### src/timer_irq_pkg.sv
// Package with register map, field positions and bus carrier types for the timer/irq control block
package timer_irq_pkg;
  // Register byte addresses on the Avalon-MM slave
  localparam logic [7:0] CTRL_ADDR = 8'h88;
  localparam logic [7:0] MODE_ADDR = 8'h89;
  localparam logic [7:0] EVT_STATUS_ADDR = 8'h8C;
  localparam logic [7:0] EVT_CLEAR_ADDR = 8'h90;
  localparam logic [7:0] EVT_ENABLE_ADDR = 8'h94;
  // Control byte fields
  localparam int TF1_BIT = 7;
  localparam int TR1_BIT = 6;
  localparam int TF0_BIT = 5;
  localparam int TR0_BIT = 4;
  localparam int IE1_BIT = 3;
  localparam int IT1_BIT = 2;
  localparam int IE0_BIT = 1;
  localparam int IT0_BIT = 0;
  // Mode register gate bits
  localparam int GATE1_BIT = 7;
  localparam int TIMER0_PIN_GATE_OPTION_BIT = 3;
  // Reset values
  localparam logic [7:0] CTRL_RESET = 8'h00;
  localparam logic [7:0] MODE_RESET = 8'h00;
  localparam logic [3:0] EVT_RESET = 4'h0;
  // Read data for unmapped addresses
  localparam logic [31:0] UNMAPPED_DATA = 32'h0000_0000;
  // Event status layout: bit0 t0 ovf, bit1 t1 ovf, bit2 irq0, bit3 irq1
  localparam int EVT_W = 4;

  // Avalon-MM request carrier
  typedef struct packed {
    logic [7:0] address;
    logic read;
    logic write;
    logic [31:0] writedata;
  } avm_req_s;

  // Slave answer states
  typedef enum logic [1:0] {
    BUS_IDLE,
    BUS_ACK
  } bus_state_e;
endpackage : timer_irq_pkg

### src/ext_irq_detect.sv
// Synchroniser and trigger detector for one external interrupt pin
`timescale 1ns/10ps
module ext_irq_detect (
  input wire logic core_clk_in,
  input wire logic arst_n_in,
  input wire logic pin_in,
  input wire logic edge_mode_in,
  output logic level_out,
  output logic trigger_out
);
  // Two-stage synchroniser; only sync_b is ever looked at
  logic sync_a;
  logic sync_b;
  // Previous synchronised sample for edge detection
  logic prev;

  // Synchronise pin, reset high as an idle pin
  always_ff @(posedge core_clk_in or negedge arst_n_in) begin
    if (!arst_n_in) begin
      sync_a <= 1'b1;
      sync_b <= 1'b1;
      prev <= 1'b1;
    end else begin
      sync_a <= pin_in;
      sync_b <= sync_a;
      prev <= sync_b;
    end
  end

  assign level_out = sync_b;
  // Falling edge is high then low; level mode requests while low
  assign trigger_out = edge_mode_in ? (prev & ~sync_b) : ~sync_b;
endmodule : ext_irq_detect

### src/timer_irq_control.sv
// Timer run/overflow control byte with external interrupt detection and Avalon-MM slave
`timescale 1ns/10ps
module timer_irq_control
  import timer_irq_pkg::*;
(
  input wire logic core_clk_in,
  input wire logic arst_n_in,
  // Avalon-MM slave
  input wire logic [7:0] avs_address_in,
  input wire logic avs_read_in,
  input wire logic avs_write_in,
  input wire logic [31:0] avs_writedata_in,
  output logic [31:0] avs_readdata_out,
  output logic avs_waitrequest_out,
  // Timer side
  input wire logic timer0_overflow_in,
  input wire logic timer1_overflow_in,
  output logic timer0_count_enable_out,
  output logic timer1_count_enable_out,
  // Interrupt controller acknowledges (one-cycle pulses)
  input wire logic timer0_irq_ack_in,
  input wire logic timer1_irq_ack_in,
  input wire logic ext_irq0_ack_in,
  input wire logic ext_irq1_ack_in,
  // External interrupt pins
  input wire logic ext_irq_pin0_in,
  input wire logic ext_irq_pin1_in,
  // Control byte as seen by the interrupt controller
  output logic [7:0] timer_irq_control_out,
  // Level interrupt for enabled events
  output logic irq_out
);
  // Control byte and mode register
  logic [7:0] timer_irq_control;
  logic [7:0] timer_mode_reg;
  // Sticky event status and enable
  logic [EVT_W-1:0] evt_status;
  logic [EVT_W-1:0] evt_enable;
  // Bus slave state and captured request
  bus_state_e bus_state;
  avm_req_s req;
  // Write strobes, valid only in the acknowledge cycle
  logic wr_ctrl;
  logic wr_mode;
  logic wr_clear;
  logic wr_enable;
  // Pin detector outputs
  logic pin0_level;
  logic pin1_level;
  logic pin0_trig;
  logic pin1_trig;
  // Combined next values
  logic [7:0] next_ctrl;
  logic [EVT_W-1:0] evt_set;
  logic next_run0;
  logic next_run1;

  // Pin 0 detector, trigger type from bit 0
  // pin0 trigger select
  ext_irq_detect u_pin0 (
    .core_clk_in(core_clk_in),
    .arst_n_in(arst_n_in),
    .pin_in(ext_irq_pin0_in),
    .edge_mode_in(timer_irq_control[IT0_BIT]),
    .level_out(pin0_level),
    .trigger_out(pin0_trig)
  );

  // Pin 1 detector, trigger type from bit 2
  // pin1 trigger select
  ext_irq_detect u_pin1 (
    .core_clk_in(core_clk_in),
    .arst_n_in(arst_n_in),
    .pin_in(ext_irq_pin1_in),
    .edge_mode_in(timer_irq_control[IT1_BIT]),
    .level_out(pin1_level),
    .trigger_out(pin1_trig)
  );

  // Capture the request, answer one cycle later; waitrequest is high while idle
  always_ff @(posedge core_clk_in or negedge arst_n_in) begin
    if (!arst_n_in) begin
      bus_state <= BUS_IDLE;
      req <= '0;
    end else begin
      case (bus_state)
        BUS_IDLE: begin
          if (avs_read_in || avs_write_in) begin
            bus_state <= BUS_ACK;
            req.address <= avs_address_in;
            req.read <= avs_read_in;
            req.write <= avs_write_in;
            req.writedata <= avs_writedata_in;
          end
        end
        BUS_ACK: begin
          bus_state <= BUS_IDLE;
        end
        default: begin
          bus_state <= BUS_IDLE;
        end
      endcase
    end
  end

  // Waitrequest drops in the cycle the answer is valid
  always_ff @(posedge core_clk_in or negedge arst_n_in) begin
    if (!arst_n_in) begin
      avs_waitrequest_out <= 1'b1;
    end else begin
      avs_waitrequest_out <= !(bus_state == BUS_IDLE && (avs_read_in || avs_write_in));
    end
  end

  // Writes land at the edge where waitrequest is sampled low
  assign wr_ctrl = (bus_state == BUS_ACK) && req.write && req.address == CTRL_ADDR;
  assign wr_mode = (bus_state == BUS_ACK) && req.write && req.address == MODE_ADDR;
  assign wr_clear = (bus_state == BUS_ACK) && req.write && req.address == EVT_CLEAR_ADDR;
  assign wr_enable = (bus_state == BUS_ACK) && req.write && req.address == EVT_ENABLE_ADDR;

  // Read data registered with the answer; unmapped reads give zero
  always_ff @(posedge core_clk_in or negedge arst_n_in) begin
    if (!arst_n_in) begin
      avs_readdata_out <= UNMAPPED_DATA;
    end else if (bus_state == BUS_IDLE && avs_read_in) begin
      case (avs_address_in)
        CTRL_ADDR: avs_readdata_out <= {24'h00_0000, timer_irq_control};
        MODE_ADDR: avs_readdata_out <= {24'h00_0000, timer_mode_reg};
        EVT_STATUS_ADDR: avs_readdata_out <= {28'h000_0000, evt_status};
        EVT_ENABLE_ADDR: avs_readdata_out <= {28'h000_0000, evt_enable};
        default: avs_readdata_out <= UNMAPPED_DATA;
      endcase
    end
  end

  // Next control byte: software write, then acknowledge clears, then hardware sets win
  always_comb begin
    next_ctrl = timer_irq_control;
    if (wr_ctrl) begin
      next_ctrl = req.writedata[7:0];
    end
    if (timer0_irq_ack_in) begin
      next_ctrl[TF0_BIT] = 1'b0;
    end
    if (timer1_irq_ack_in) begin
      next_ctrl[TF1_BIT] = 1'b0;
    end
    if (ext_irq0_ack_in) begin
      next_ctrl[IE0_BIT] = 1'b0;
    end
    if (ext_irq1_ack_in) begin
      next_ctrl[IE1_BIT] = 1'b0;
    end
    if (timer0_overflow_in) begin
      next_ctrl[TF0_BIT] = 1'b1;
    end
    if (timer1_overflow_in) begin
      next_ctrl[TF1_BIT] = 1'b1;
    end
    if (pin0_trig) begin
      next_ctrl[IE0_BIT] = 1'b1;
    end
    if (pin1_trig) begin
      next_ctrl[IE1_BIT] = 1'b1;
    end
  end

  // Control byte register; set beats clear so no event is lost
  always_ff @(posedge core_clk_in or negedge arst_n_in) begin
    if (!arst_n_in) begin
      timer_irq_control <= CTRL_RESET;
    end else begin
      timer_irq_control <= next_ctrl;
    end
  end

  // Mode register, only gate bits steer this block
  always_ff @(posedge core_clk_in or negedge arst_n_in) begin
    if (!arst_n_in) begin
      timer_mode_reg <= MODE_RESET;
    end else if (wr_mode) begin
      timer_mode_reg <= req.writedata[7:0];
    end
  end

  // Count enables from run bit and optional pin gate
  // run bit gates counting
  assign next_run0 = timer_irq_control[TR0_BIT] && (!timer_mode_reg[TIMER0_PIN_GATE_OPTION_BIT] || pin0_level);
  assign next_run1 = timer_irq_control[TR1_BIT] && (!timer_mode_reg[GATE1_BIT] || pin1_level);

  // Registered so outputs come from flip-flops; count enables lag one cycle, control byte copy loads next_ctrl with no lag
  always_ff @(posedge core_clk_in or negedge arst_n_in) begin
    if (!arst_n_in) begin
      timer0_count_enable_out <= 1'b0;
      timer1_count_enable_out <= 1'b0;
      timer_irq_control_out <= CTRL_RESET;
    end else begin
      timer0_count_enable_out <= next_run0;
      timer1_count_enable_out <= next_run1;
      timer_irq_control_out <= next_ctrl;
    end
  end

  // Each event, as it stands this cycle, into the sticky status
  assign evt_set = {pin1_trig, pin0_trig, timer1_overflow_in, timer0_overflow_in};

  // Sticky status: a set in the clear cycle wins
  always_ff @(posedge core_clk_in or negedge arst_n_in) begin
    if (!arst_n_in) begin
      evt_status <= EVT_RESET;
    end else begin
      evt_status <= (evt_status & ~(wr_clear ? req.writedata[EVT_W-1:0] : EVT_RESET)) | evt_set;
    end
  end

  // Interrupt enable register
  always_ff @(posedge core_clk_in or negedge arst_n_in) begin
    if (!arst_n_in) begin
      evt_enable <= EVT_RESET;
    end else if (wr_enable) begin
      evt_enable <= req.writedata[EVT_W-1:0];
    end
  end

  // Level interrupt, registered
  always_ff @(posedge core_clk_in or negedge arst_n_in) begin
    if (!arst_n_in) begin
      irq_out <= 1'b0;
    end else begin
      irq_out <= |(evt_status & evt_enable);
    end
  end
endmodule : timer_irq_control

### config.mk
export PLATFORM = sky130hd
export DESIGN_NAME = timer_irq_control
export DESIGN_NICKNAME = d
export VERILOG_FILES = /design/src/timer_irq_pkg.sv /design/src/ext_irq_detect.sv /design/src/timer_irq_control.sv
export SDC_FILE = /design/constraint.sdc
export NUM_CORES = 1
export LEC_CHECK = 0
export BUFFER_PORTS_ARGS = -buffer_cell sky130_fd_sc_hd__buf_4
export CAP_MARGIN = 0
export CORE_MARGIN = 5
export CORE_UTILIZATION = 50
export CTS_CLUSTER_DIAMETER = 100
export DETAILED_ROUTE_END_ITERATION = 10
export PLACE_DENSITY = 0.87
export RECOVER_POWER = 100
export SLEW_MARGIN = 20
export SYNTH_ARGS = -nofsm -noshare
export SYNTH_HDL_FRONTEND = slang
export SYNTH_SLANG_ARGS = --single-unit
### constraint.sdc
create_clock -name core_clk_in -period 3.9 [get_ports core_clk_in]
set_input_delay 0.585 -clock core_clk_in [delete_from_list [all_inputs] [get_ports core_clk_in]]
set_output_delay 0.585 -clock core_clk_in [all_outputs]
set_load 0.005 [all_outputs]
==> flow_summary.toml, run 1 <==
[placed_design]
port_buffers = 47
gp_congestion = 0.798
place_inst = 333
hpwl_um = 4190
dp_slack_ns = 1.85
place_area_um2 = 3080

[setup_path]
crit_arrival_ns = 2.24
reg2regPathDepth = 3
worstSetupEndpointType = "register"
cp_cell_sequence = "or3b_1, or3_1, mux2_1"
cp-start-kind = "register"
crit_slowest_cell = "or3_1"
path_max_fanout = 8
path_class = "reg2reg"
critPathMaxStageDelay_ns = 0.62
required_ns = 4.13

[sta]
tns_ns = 0
rsz0062_at_grt = "false"
max_freq_mhz = 496
drv_slew = 0
setup_slack_ns = 1.89
timing.final.crit_share_pct = 51.7
finClkSkew_ns = 0.00989
hold_viol_final = 0
whs_ns = 0.290
worstMarginPinSlew_ns = 1.08
max_slew_margin_pct = 28.2
fin_crit_ns = 2.01
setup_viol = 0

[clock_tree]
cts_made_buffers = 9
cts_setup_buffers = 0
insertion_delay_ns = 0.35
clk_pin_slew_ns = 0.07
cts-resized-gates = 0
clock_tree.root_cell = "clkbuf_8"
cts.sinks = 60
cts_tree = "yes"
clock_path_buffers = 2
ctsHoldBuffers = 0
ctsHtreeMaxLevel = 3

[routing]
dr.pass1.iters = 4
post-route-drc-count = 0
via_count = 1817
routedWlPerCell_um = 17.1
ant_nets = 0
drt_iter0_drc = 156
wl_um = 5950
vias_per_cell = 5.21

[global_route]
track_usage_pct = 17.3
antenna_found_initial = 0
gr-total-overflow = 0
grt_pass1_wl_um = 9580
grt_max_degree = 61
grt_pass1_vias = 1916

[yosys]
synthTopCellsByArea = "dfrtp_1 (48%), mux2_2 (9.7%), buf_4 (7.0%)"
yosys_warnings = 0
synth_edf_count = 0
yosysUniqueCellTypes = 36
syn_avg_cell_area_um2 = 12.4
synthXorXnorAreaFrac_pct = 0
synth_cells = 224
synth_top_family_by_area = "multiplexers"
synth_ff_type = "dfrtp_1"
synthesis.area_um2 = 2780
async_reset_ff_share_pct = 100
yosysTopAreaCell = "dfrtp_1"
synth_fa_ha_area_share_pct = 0
yosysMostFrequentCell = "dfrtp_1"
ys_top_cells_by_count = "dfrtp_1 (53), buf_4 (26), mux2_2 (24), inv_1 (15)"
synth_compound_area_share_pct = 8.21
ys_ff_latch = 60
synthMuxAreaShare_pct = 17.7
synth-seq-area-share_pct = 54.4
synth-simple-area-share_pct = 8.61
synth_top_area_share_pct = 47.8

[power]
leakage_nw = 1.52
power_density_nw_per_um2 = 484
total_power_mw = 1.57
vdd_drop_max_mv = 0.448

[cells_and_area]
fin_nets = 324
final_layout_size_suffix_gt1_share_pct = 33.2
area_growth_pct = 16.7
finalCoreUtilization_pct = 59.6
final_cell_area_um2 = 3240
antennaDiodeCount = 0
largest_register_ffs = 17
largest-register = "req"
nFillCells = 448
instances_no_fill = 349

[floorplan]
io_pins = 96
die_x_um = 84.5
die_area_um2 = 7140
core_area_um2 = 5440
fp.dieH_um = 84.5
initial_core_util_pct = 51.0
rows = 27

[run]
cap_viol_max_count = 0

[outcome]
status = "finished, final reports clean"

[worst_hold_path]
hp-class = "in2async"
[cell usage in the layout, fill, tap and decap left out, drive strengths merged, types with 6 or more instances in the layout]
master / synthesis / layout
inv: 15 / 15
conb: 1 / 24
nor2: 6 / 6
mux2: 36 / 36
dfrtp: 53 / 53
buf: 32 / 24
a31oi: 12 / 12
dfstp: 7 / 7
o311ai: 8 / 8
nand2: 9 / 9
clkbuf: 3 / 35
[logic make-up after synthesis]
group	count (synthesis)
AOI/OAI and AO/OA	32
and+or+nand+nor	41
buffers and inverters	50
DFF	60
muxes	40
other	1
[cell type report]
| type | instances | area [µm²] | area share, % |
|---|---|---|---|
| tap | 72 | 90.1 | 2.78 |
| clock inverter | 6 | 87.6 | 2.70 |
| clock buffer | 10 | 138 | 4.25 |
| multi-input combinational | 137 | 1010 | 31.1 |
| sequential | 60 | 1510 | 46.6 |
| timing repair buffer | 49 | 349 | 10.8 |
| inverter | 15 | 56.3 | 1.74 |
[final timing paths]
check                                startpoint  slack [ns]                  endpoint
max in group asynchronous             arst_n_in        3.11  timer_irq_control_out[7]
worst min register to register    u_pin1.sync_a        0.36          u_pin1.level_out
worst max register to register          req[39]        1.89         timer_mode_reg[4]
worst max-delay path                    req[39]        1.89         timer_mode_reg[4]
worst min-delay path                  arst_n_in        0.29  timer_irq_control_out[6]
min in group core_clk_in        ext_irq_pin1_in        0.34             u_pin1.sync_a
[report_power, final]
part | switching (mW) | internal (mW) | total (mW)
logic | 0.0950 | 0.103 | 0.198
clock network | 0.251 | 0.375 | 0.626
registers | 0.0499 | 0.693 | 0.743
total | 0.396 | 1.17 | 1.57
[routing by layer]
layer  GRT usage, %  vias to the layer above  wire [µm]
met5              0                        -          0
met4           7.05                        0        119
met3           5.30                        9        383
met2           28.2                       74       2950
met1           21.5                      890       2500
li1               -                      844          -
[critical path: cells and delay by family, from the launching register on]
| family | cells | cell delay, ns |
|---|---|---|
| and+or+nand+nor | 2 | 1.13 |
| muxes | 1 | 0.39 |
| DFF | 1 | 0.38 |
(Power assumes the default switching activity.)
==> run 2: changes to the inputs <==
==> constraint.sdc (replaced) <==
create_clock -name core_clk_in -period 2.1 [get_ports core_clk_in]
set_input_delay 0.315 -clock core_clk_in [delete_from_list [all_inputs] [get_ports core_clk_in]]
set_output_delay 0.315 -clock core_clk_in [all_outputs]
set_load 0.005 [all_outputs]
==> flow_summary.toml, run 2 (same netlist as run 1, synthesis figures left out) <==
[outcome]
status = "finished, final reports clean"

[routing]
dr.pass1.iters = 4
wl_met1_um = 2390
via_count = 1875
routed.top_layer = "met4"
wl_um = 6140
drt_iter0_drc = 159
routedWlPerCell_um = 17.3
dr_wl_met3_um = 453
post-route-drc-count = 0
wl_met2_um = 3080
vias_per_cell = 5.30
ant_nets = 0

[cells_and_area]
antennaDiodeCount = 0
final_cell_mix = "dfrtp_1 (53), buf_4 (26), mux2_2 (24), conb_1 (24), clkbuf_4 (17)"
area_growth_pct = 19.3
final_layout_size_suffix_gt1_share_pct = 35.5
largest_register_ffs = 17
final_common_cell = "dfrtp_1"
largest-register = "req"
fin_nets = 329

[power]
netSwitchingPower_uw = 763
intPower_mw = 2.28
leakage_nw = 1.57
switching_share_pct = 25.1
sequentialPowerShare_pct = 45.4
power_density_nw_per_um2 = 919
pwr-share-comb_pct = 12.4
total_power_mw = 3.04
vdd_drop_max_mv = 0.684
power.share.clock_pct = 42.2

[sta]
max_slew_margin_pct = 4.81
max_freq_mhz = 505
fin_crit_ns = 1.98
timing.final.crit_share_pct = 94.2
drv_slew = 0
finClkSkew_ns = 0.00715
rsz0062_at_grt = "false"
hold_viol_final = 0
whs_ns = 0.0629
setup_viol = 0
setup_slack_ns = 0.121
worstMarginPinSlew_ns = 1.43
tns_ns = 0

[placed_design]
gp_congestion = 0.799
hpwl_um = 4280
port_buffers = 47
dp_slack_ns = 0.183

[worst_hold_path]
hp-class = "in2reg"
hold_start = "ext_irq_pin0_in"

[clock_tree]
cts.sinks = 60
cts-resized-gates = 0
cts_setup_buffers = 0
insertion_delay_ns = 0.36
ctsHtreeMaxLevel = 3
ctsHoldBuffers = 0
cts_made_buffers = 9
cts_tree = "yes"
clock_path_buffers = 2
clock_tree.root_cell = "clkbuf_8"
clk_pin_slew_ns = 0.07

[floorplan]
die_area_um2 = 7140
initial_core_util_pct = 51.0
core_area_um2 = 5440
rows = 27
die_x_um = 84.5
fp.dieH_um = 84.5
io_pins = 96

[run]
cap_viol_max_count = 0

[global_route]
grt_pass1_vias = 2040
antenna_found_initial = 0
grt_max_degree = 61
track_usage_pct = 18.2
gr-total-overflow = 0
grt_pass1_wl_um = 10000

[setup_path]
cp-start-kind = "register"
crit_arrival_ns = 2.22
worstSetupEndpointType = "register"
path_max_fanout = 7
path_class = "reg2reg"
rr_startpoint = "req[39]"
startpoint = "req[39]"
required_ns = 2.34
[run 2: cell types whose count changed in the layout (fill, tap and decap cells not counted), sizes merged]
| cell | delta |
|---|---|
| clkinv | +1 |
| inv | +1 |
| clkinvlp | -2 |
| clkbuf | +2 |
| bufinv | +1 |
| buf | +2 |
[run 2: worst max-delay path, cell delays in order (launching register included)]
cell      delay [ns]
dfrtp_1         0.38
or3b_1          0.46
or3_1           0.42
clkbuf_2        0.26
mux2_4          0.35
[run 2: layout make-up]
class                   instances  area (µm²)
clock buffers                   9         124
clock inverters                 7         124
fillers                       410        2130
inverters                      15        56.3
multi-input cells             137        1040
flip-flops and latches         60        1510
well taps                      72        90.1
repair buffers                 54         367
[run 2: final timing paths]
check | endpoint | slack (ns) | cells past startpoint
worst max-delay path | timer_mode_reg[3] | 0.12 | 4
worst min-delay path | u_pin0.sync_a | 0.06 | 1
worst max register to register | timer_mode_reg[3] | 0.12 | 4
worst min register to register | u_pin1.level_out | 0.36 | 0
max in group asynchronous | avs_readdata_out[2] | 0.95 | 1
min in group asynchronous | timer_mode_reg[4] | 0.29 | 1
[run 2: per-layer routing]
layer,track usage (%),vias to the layer above
li1,-,849
met5,0,-
met1,20.2,920
met3,5.00,21
met2,30.0,85
met4,12.8,0
[run 2: power groups by stage]
| stage | logic [mW] | clock network [mW] | registers [mW] |
|---|---|---|---|
| after floorplan | 0.259 | 0 | 1.38 |
| after global placement | 0.390 | 0 | 1.39 |
| after detailed placement | 0.404 | 0 | 1.40 |
| after CTS | 0.408 | 1.30 | 1.38 |
| after global routing | 0.421 | 1.35 | 1.40 |
| final | 0.379 | 1.28 | 1.38 |
[run 2: stage by stage]
stage | utilization [%] | cells | instance area, µm²
after floorplan | - | 247 | 2860
after global placement | 57.3 | 338 | 3120
after detailed placement | 57.3 | 338 | 3120
after CTS | 61.8 | 354 | 3360
after global routing | 60.8 | 354 | 3310
final | 60.8 | 354 | 3310
==> run 3: changes to the inputs <==
--- a/config.mk
+++ b/config.mk
@@ -5,15 +5,16 @@
 export SDC_FILE = /design/constraint.sdc
 export NUM_CORES = 1
 export LEC_CHECK = 0
+export ABC_CLOCK_PERIOD_IN_PS = 2100
 export BUFFER_PORTS_ARGS = -buffer_cell sky130_fd_sc_hd__buf_4
 export CAP_MARGIN = 0
-export CORE_MARGIN = 5
 export CORE_UTILIZATION = 50
 export CTS_CLUSTER_DIAMETER = 100
 export DETAILED_ROUTE_END_ITERATION = 10
-export PLACE_DENSITY = 0.87
+export PLACE_DENSITY = 0.86
 export RECOVER_POWER = 100
 export SLEW_MARGIN = 20
 export SYNTH_ARGS = -nofsm -noshare
 export SYNTH_HDL_FRONTEND = slang
+export SYNTH_HIERARCHICAL = 1
 export SYNTH_SLANG_ARGS = --single-unit
==> flow_summary.toml, run 3 <==
[outcome]
status = "finished, final reports clean"

[cells_and_area]
instances_no_fill = 365
finalCoreUtilization_pct = 61.9
area_growth_pct = 19.4
largest_register_ffs = 17
final_layout_size_suffix_gt1_share_pct = 36.5
fin_nets = 340
final_common_cell = "dfrtp_1"
final_cell_area_um2 = 3390
final_cell_mix = "dfrtp_1 (53), mux2_2 (32), buf_4 (27), conb_1 (24), clkbuf_4 (22)"
largest-register = "req"
antennaDiodeCount = 0

[yosys]
synth_edf_count = 0
synth_ff_type = "dfrtp_1"
ys_top_cells_by_count = "dfrtp_1 (53), mux2_2 (32), buf_4 (24), nand2b_1 (14), nand2_1 (11)"
yosysTopAreaCell = "dfrtp_1"
synth_top_area_share_pct = 46.8
yosysMostFrequentCell = "dfrtp_1"
synth-seq-area-share_pct = 53.2
yosys_warnings = 6
synthesis.area_um2 = 2840
yosysUniqueCellTypes = 33
async_reset_ff_share_pct = 100
syn_avg_cell_area_um2 = 12.3
synthTopCellsByArea = "dfrtp_1 (47%), mux2_2 (13%), dfstp_2 (6.5%)"
synth_cells = 231
ys_ff_latch = 60

[placed_design]
hpwl_um = 4160
port_buffers = 47
place_area_um2 = 3200
place_inst = 349
gp_congestion = 0.861

[clock_tree]
cts_made_buffers = 9
cts_setup_buffers = 0
clock_path_buffers = 2
insertion_delay_ns = 0.34
cts.sinks = 60
ctsHtreeMaxLevel = 3
clock_tree.root_cell = "clkbuf_8"
cts_tree = "yes"
ctsHoldBuffers = 0
cts-resized-gates = 0
clk_pin_slew_ns = 0.07

[routing]
dr.pass1.iters = 4
routedWlPerCell_um = 15.7
via_count = 1928
ant_nets = 0
vias_per_cell = 5.28
wl_um = 5740
drt_iter0_drc = 93
post-route-drc-count = 0

[sta]
rsz0062_at_grt = "false"
setup_viol = 0
max_slew_margin_pct = 3.29
max_freq_mhz = 521
hold_viol_final = 0
fin_crit_ns = 1.92
tns_ns = 0
finClkSkew_ns = 0.00770
worstMarginPinSlew_ns = 1.45
drv_slew = 0
timing.final.crit_share_pct = 91.4

[power]
netSwitchingPower_uw = 706
switching_share_pct = 24.5
power_density_nw_per_um2 = 851
total_power_mw = 2.88
intPower_mw = 2.18
vdd_drop_max_mv = 0.481
pwr-share-comb_pct = 13.0
sequentialPowerShare_pct = 47.5
leakage_nw = 1.61
power.share.clock_pct = 39.5

[setup_path]
required_ns = 2.32
path_max_fanout = 4
worstSetupEndpointType = "register"
path_class = "reg2reg"
crit_arrival_ns = 2.14
cp-start-kind = "register"

[floorplan]
rows = 27
fp.dieH_um = 77.3
core_area_um2 = 5470
die_area_um2 = 5980
die_x_um = 77.3
initial_core_util_pct = 51.8
io_pins = 96

[global_route]
grt_pass1_vias = 1970
antenna_found_initial = 0
track_usage_pct = 21.2
grt_pass1_wl_um = 9510
gr-total-overflow = 0
grt_max_degree = 61

[run]
cap_viol_max_count = 0

[worst_hold_path]
hp-class = "in2reg"
[run 3: cell types whose count changed after synthesis, moves of 8 or more]
| cell | before | now |
|---|---|---|
| a31oi_1 | 12 | 0 |
| nand2b_1 | 4 | 14 |
| and3b_1 | 0 | 8 |
| inv_1 | 15 | 7 |
| mux2_2 | 24 | 32 |
| mux2_4 | 12 | 4 |
| o21ai_0 | 1 | 9 |
[run 3: path summary, 6_finish.rpt]
path	startpoint	slack, ns	cells past startpoint	endpoint
max	req[35]	0.18	3	evt_enable[1]
min	ext_irq_pin1_in	0.08	1	u_pin1/sync_a
max reg2reg	req[35]	0.18	3	evt_enable[1]
min reg2reg	u_pin0/sync_a	0.36	0	u_pin0/level_out
max in group asynchronous	arst_n_in	0.91	1	req[1]
min in group asynchronous	arst_n_in	0.32	1	timer_mode_reg[0]
[run 3: through the flow]
| stage | worst slack [ns] | hold slack (ns) |
|---|---|---|
| 6_report | 0.180 | 0.0816 |
| 4_1_cts | 0.195 | 0.0552 |
| 5_1_grt | 0.129 | 0.0684 |
| 3_3_place_gp | 0.219 | 0.347 |
| 2_1_floorplan | 0.178 | 0.0194 |
| 3_5_place_dp | 0.197 | 0.347 |
[run 3: logic make-up (layout without fill, tap and decap cells)]
| family | count (synthesis) | after routing | synth area share [%] |
|---|---|---|---|
| muxes | 40 | 40 | 16.2 |
| AOI/OAI and AO/OA | 32 | 32 | 7.94 |
| and+or+nand+nor | 59 | 59 | 13.6 |
| DFF | 60 | 60 | 53.2 |
| other | 1 | 24 | 0.132 |
| buffers and inverters | 39 | 78 | 8.87 |
[run 3: metal layers]
layer	GRT usage (%)	vias to the layer above	share of wire, %
li1	-	896	-
met1	26.6	958	42
met2	32.5	62	49
met3	7.50	12	6.5
met4	10.2	0	2.0
met5	0	-	0
[run 3: layout make-up]
cell class | count | area [µm²]
Fill cell | 442 | 2090
Sequential cell | 60 | 1510
Multi-Input combinational cell | 155 | 1150
Timing Repair Buffer | 55 | 392
Clock buffer | 12 | 145
Tap cell | 72 | 90.1
Clock inverter | 4 | 72.6
Inverter | 7 | 26.3
[run 3: power by group through the flow]
stage / logic, mW / clock network, mW / registers (mW)
after detailed placement: 0.391 / 0 / 1.39
final: 0.375 / 1.14 / 1.37
after CTS: 0.393 / 1.17 / 1.37
after floorplan: 0.263 / 0 / 1.36
after global placement: 0.377 / 0 / 1.38
after global routing: 0.414 / 1.22 / 1.39
[run 3: worst max-delay path: stages (launching register included)]
cell and delay [ns]:
dfrtp_1 0.39, or4bb_1 0.59, or4_4 0.49, mux2_1 0.33
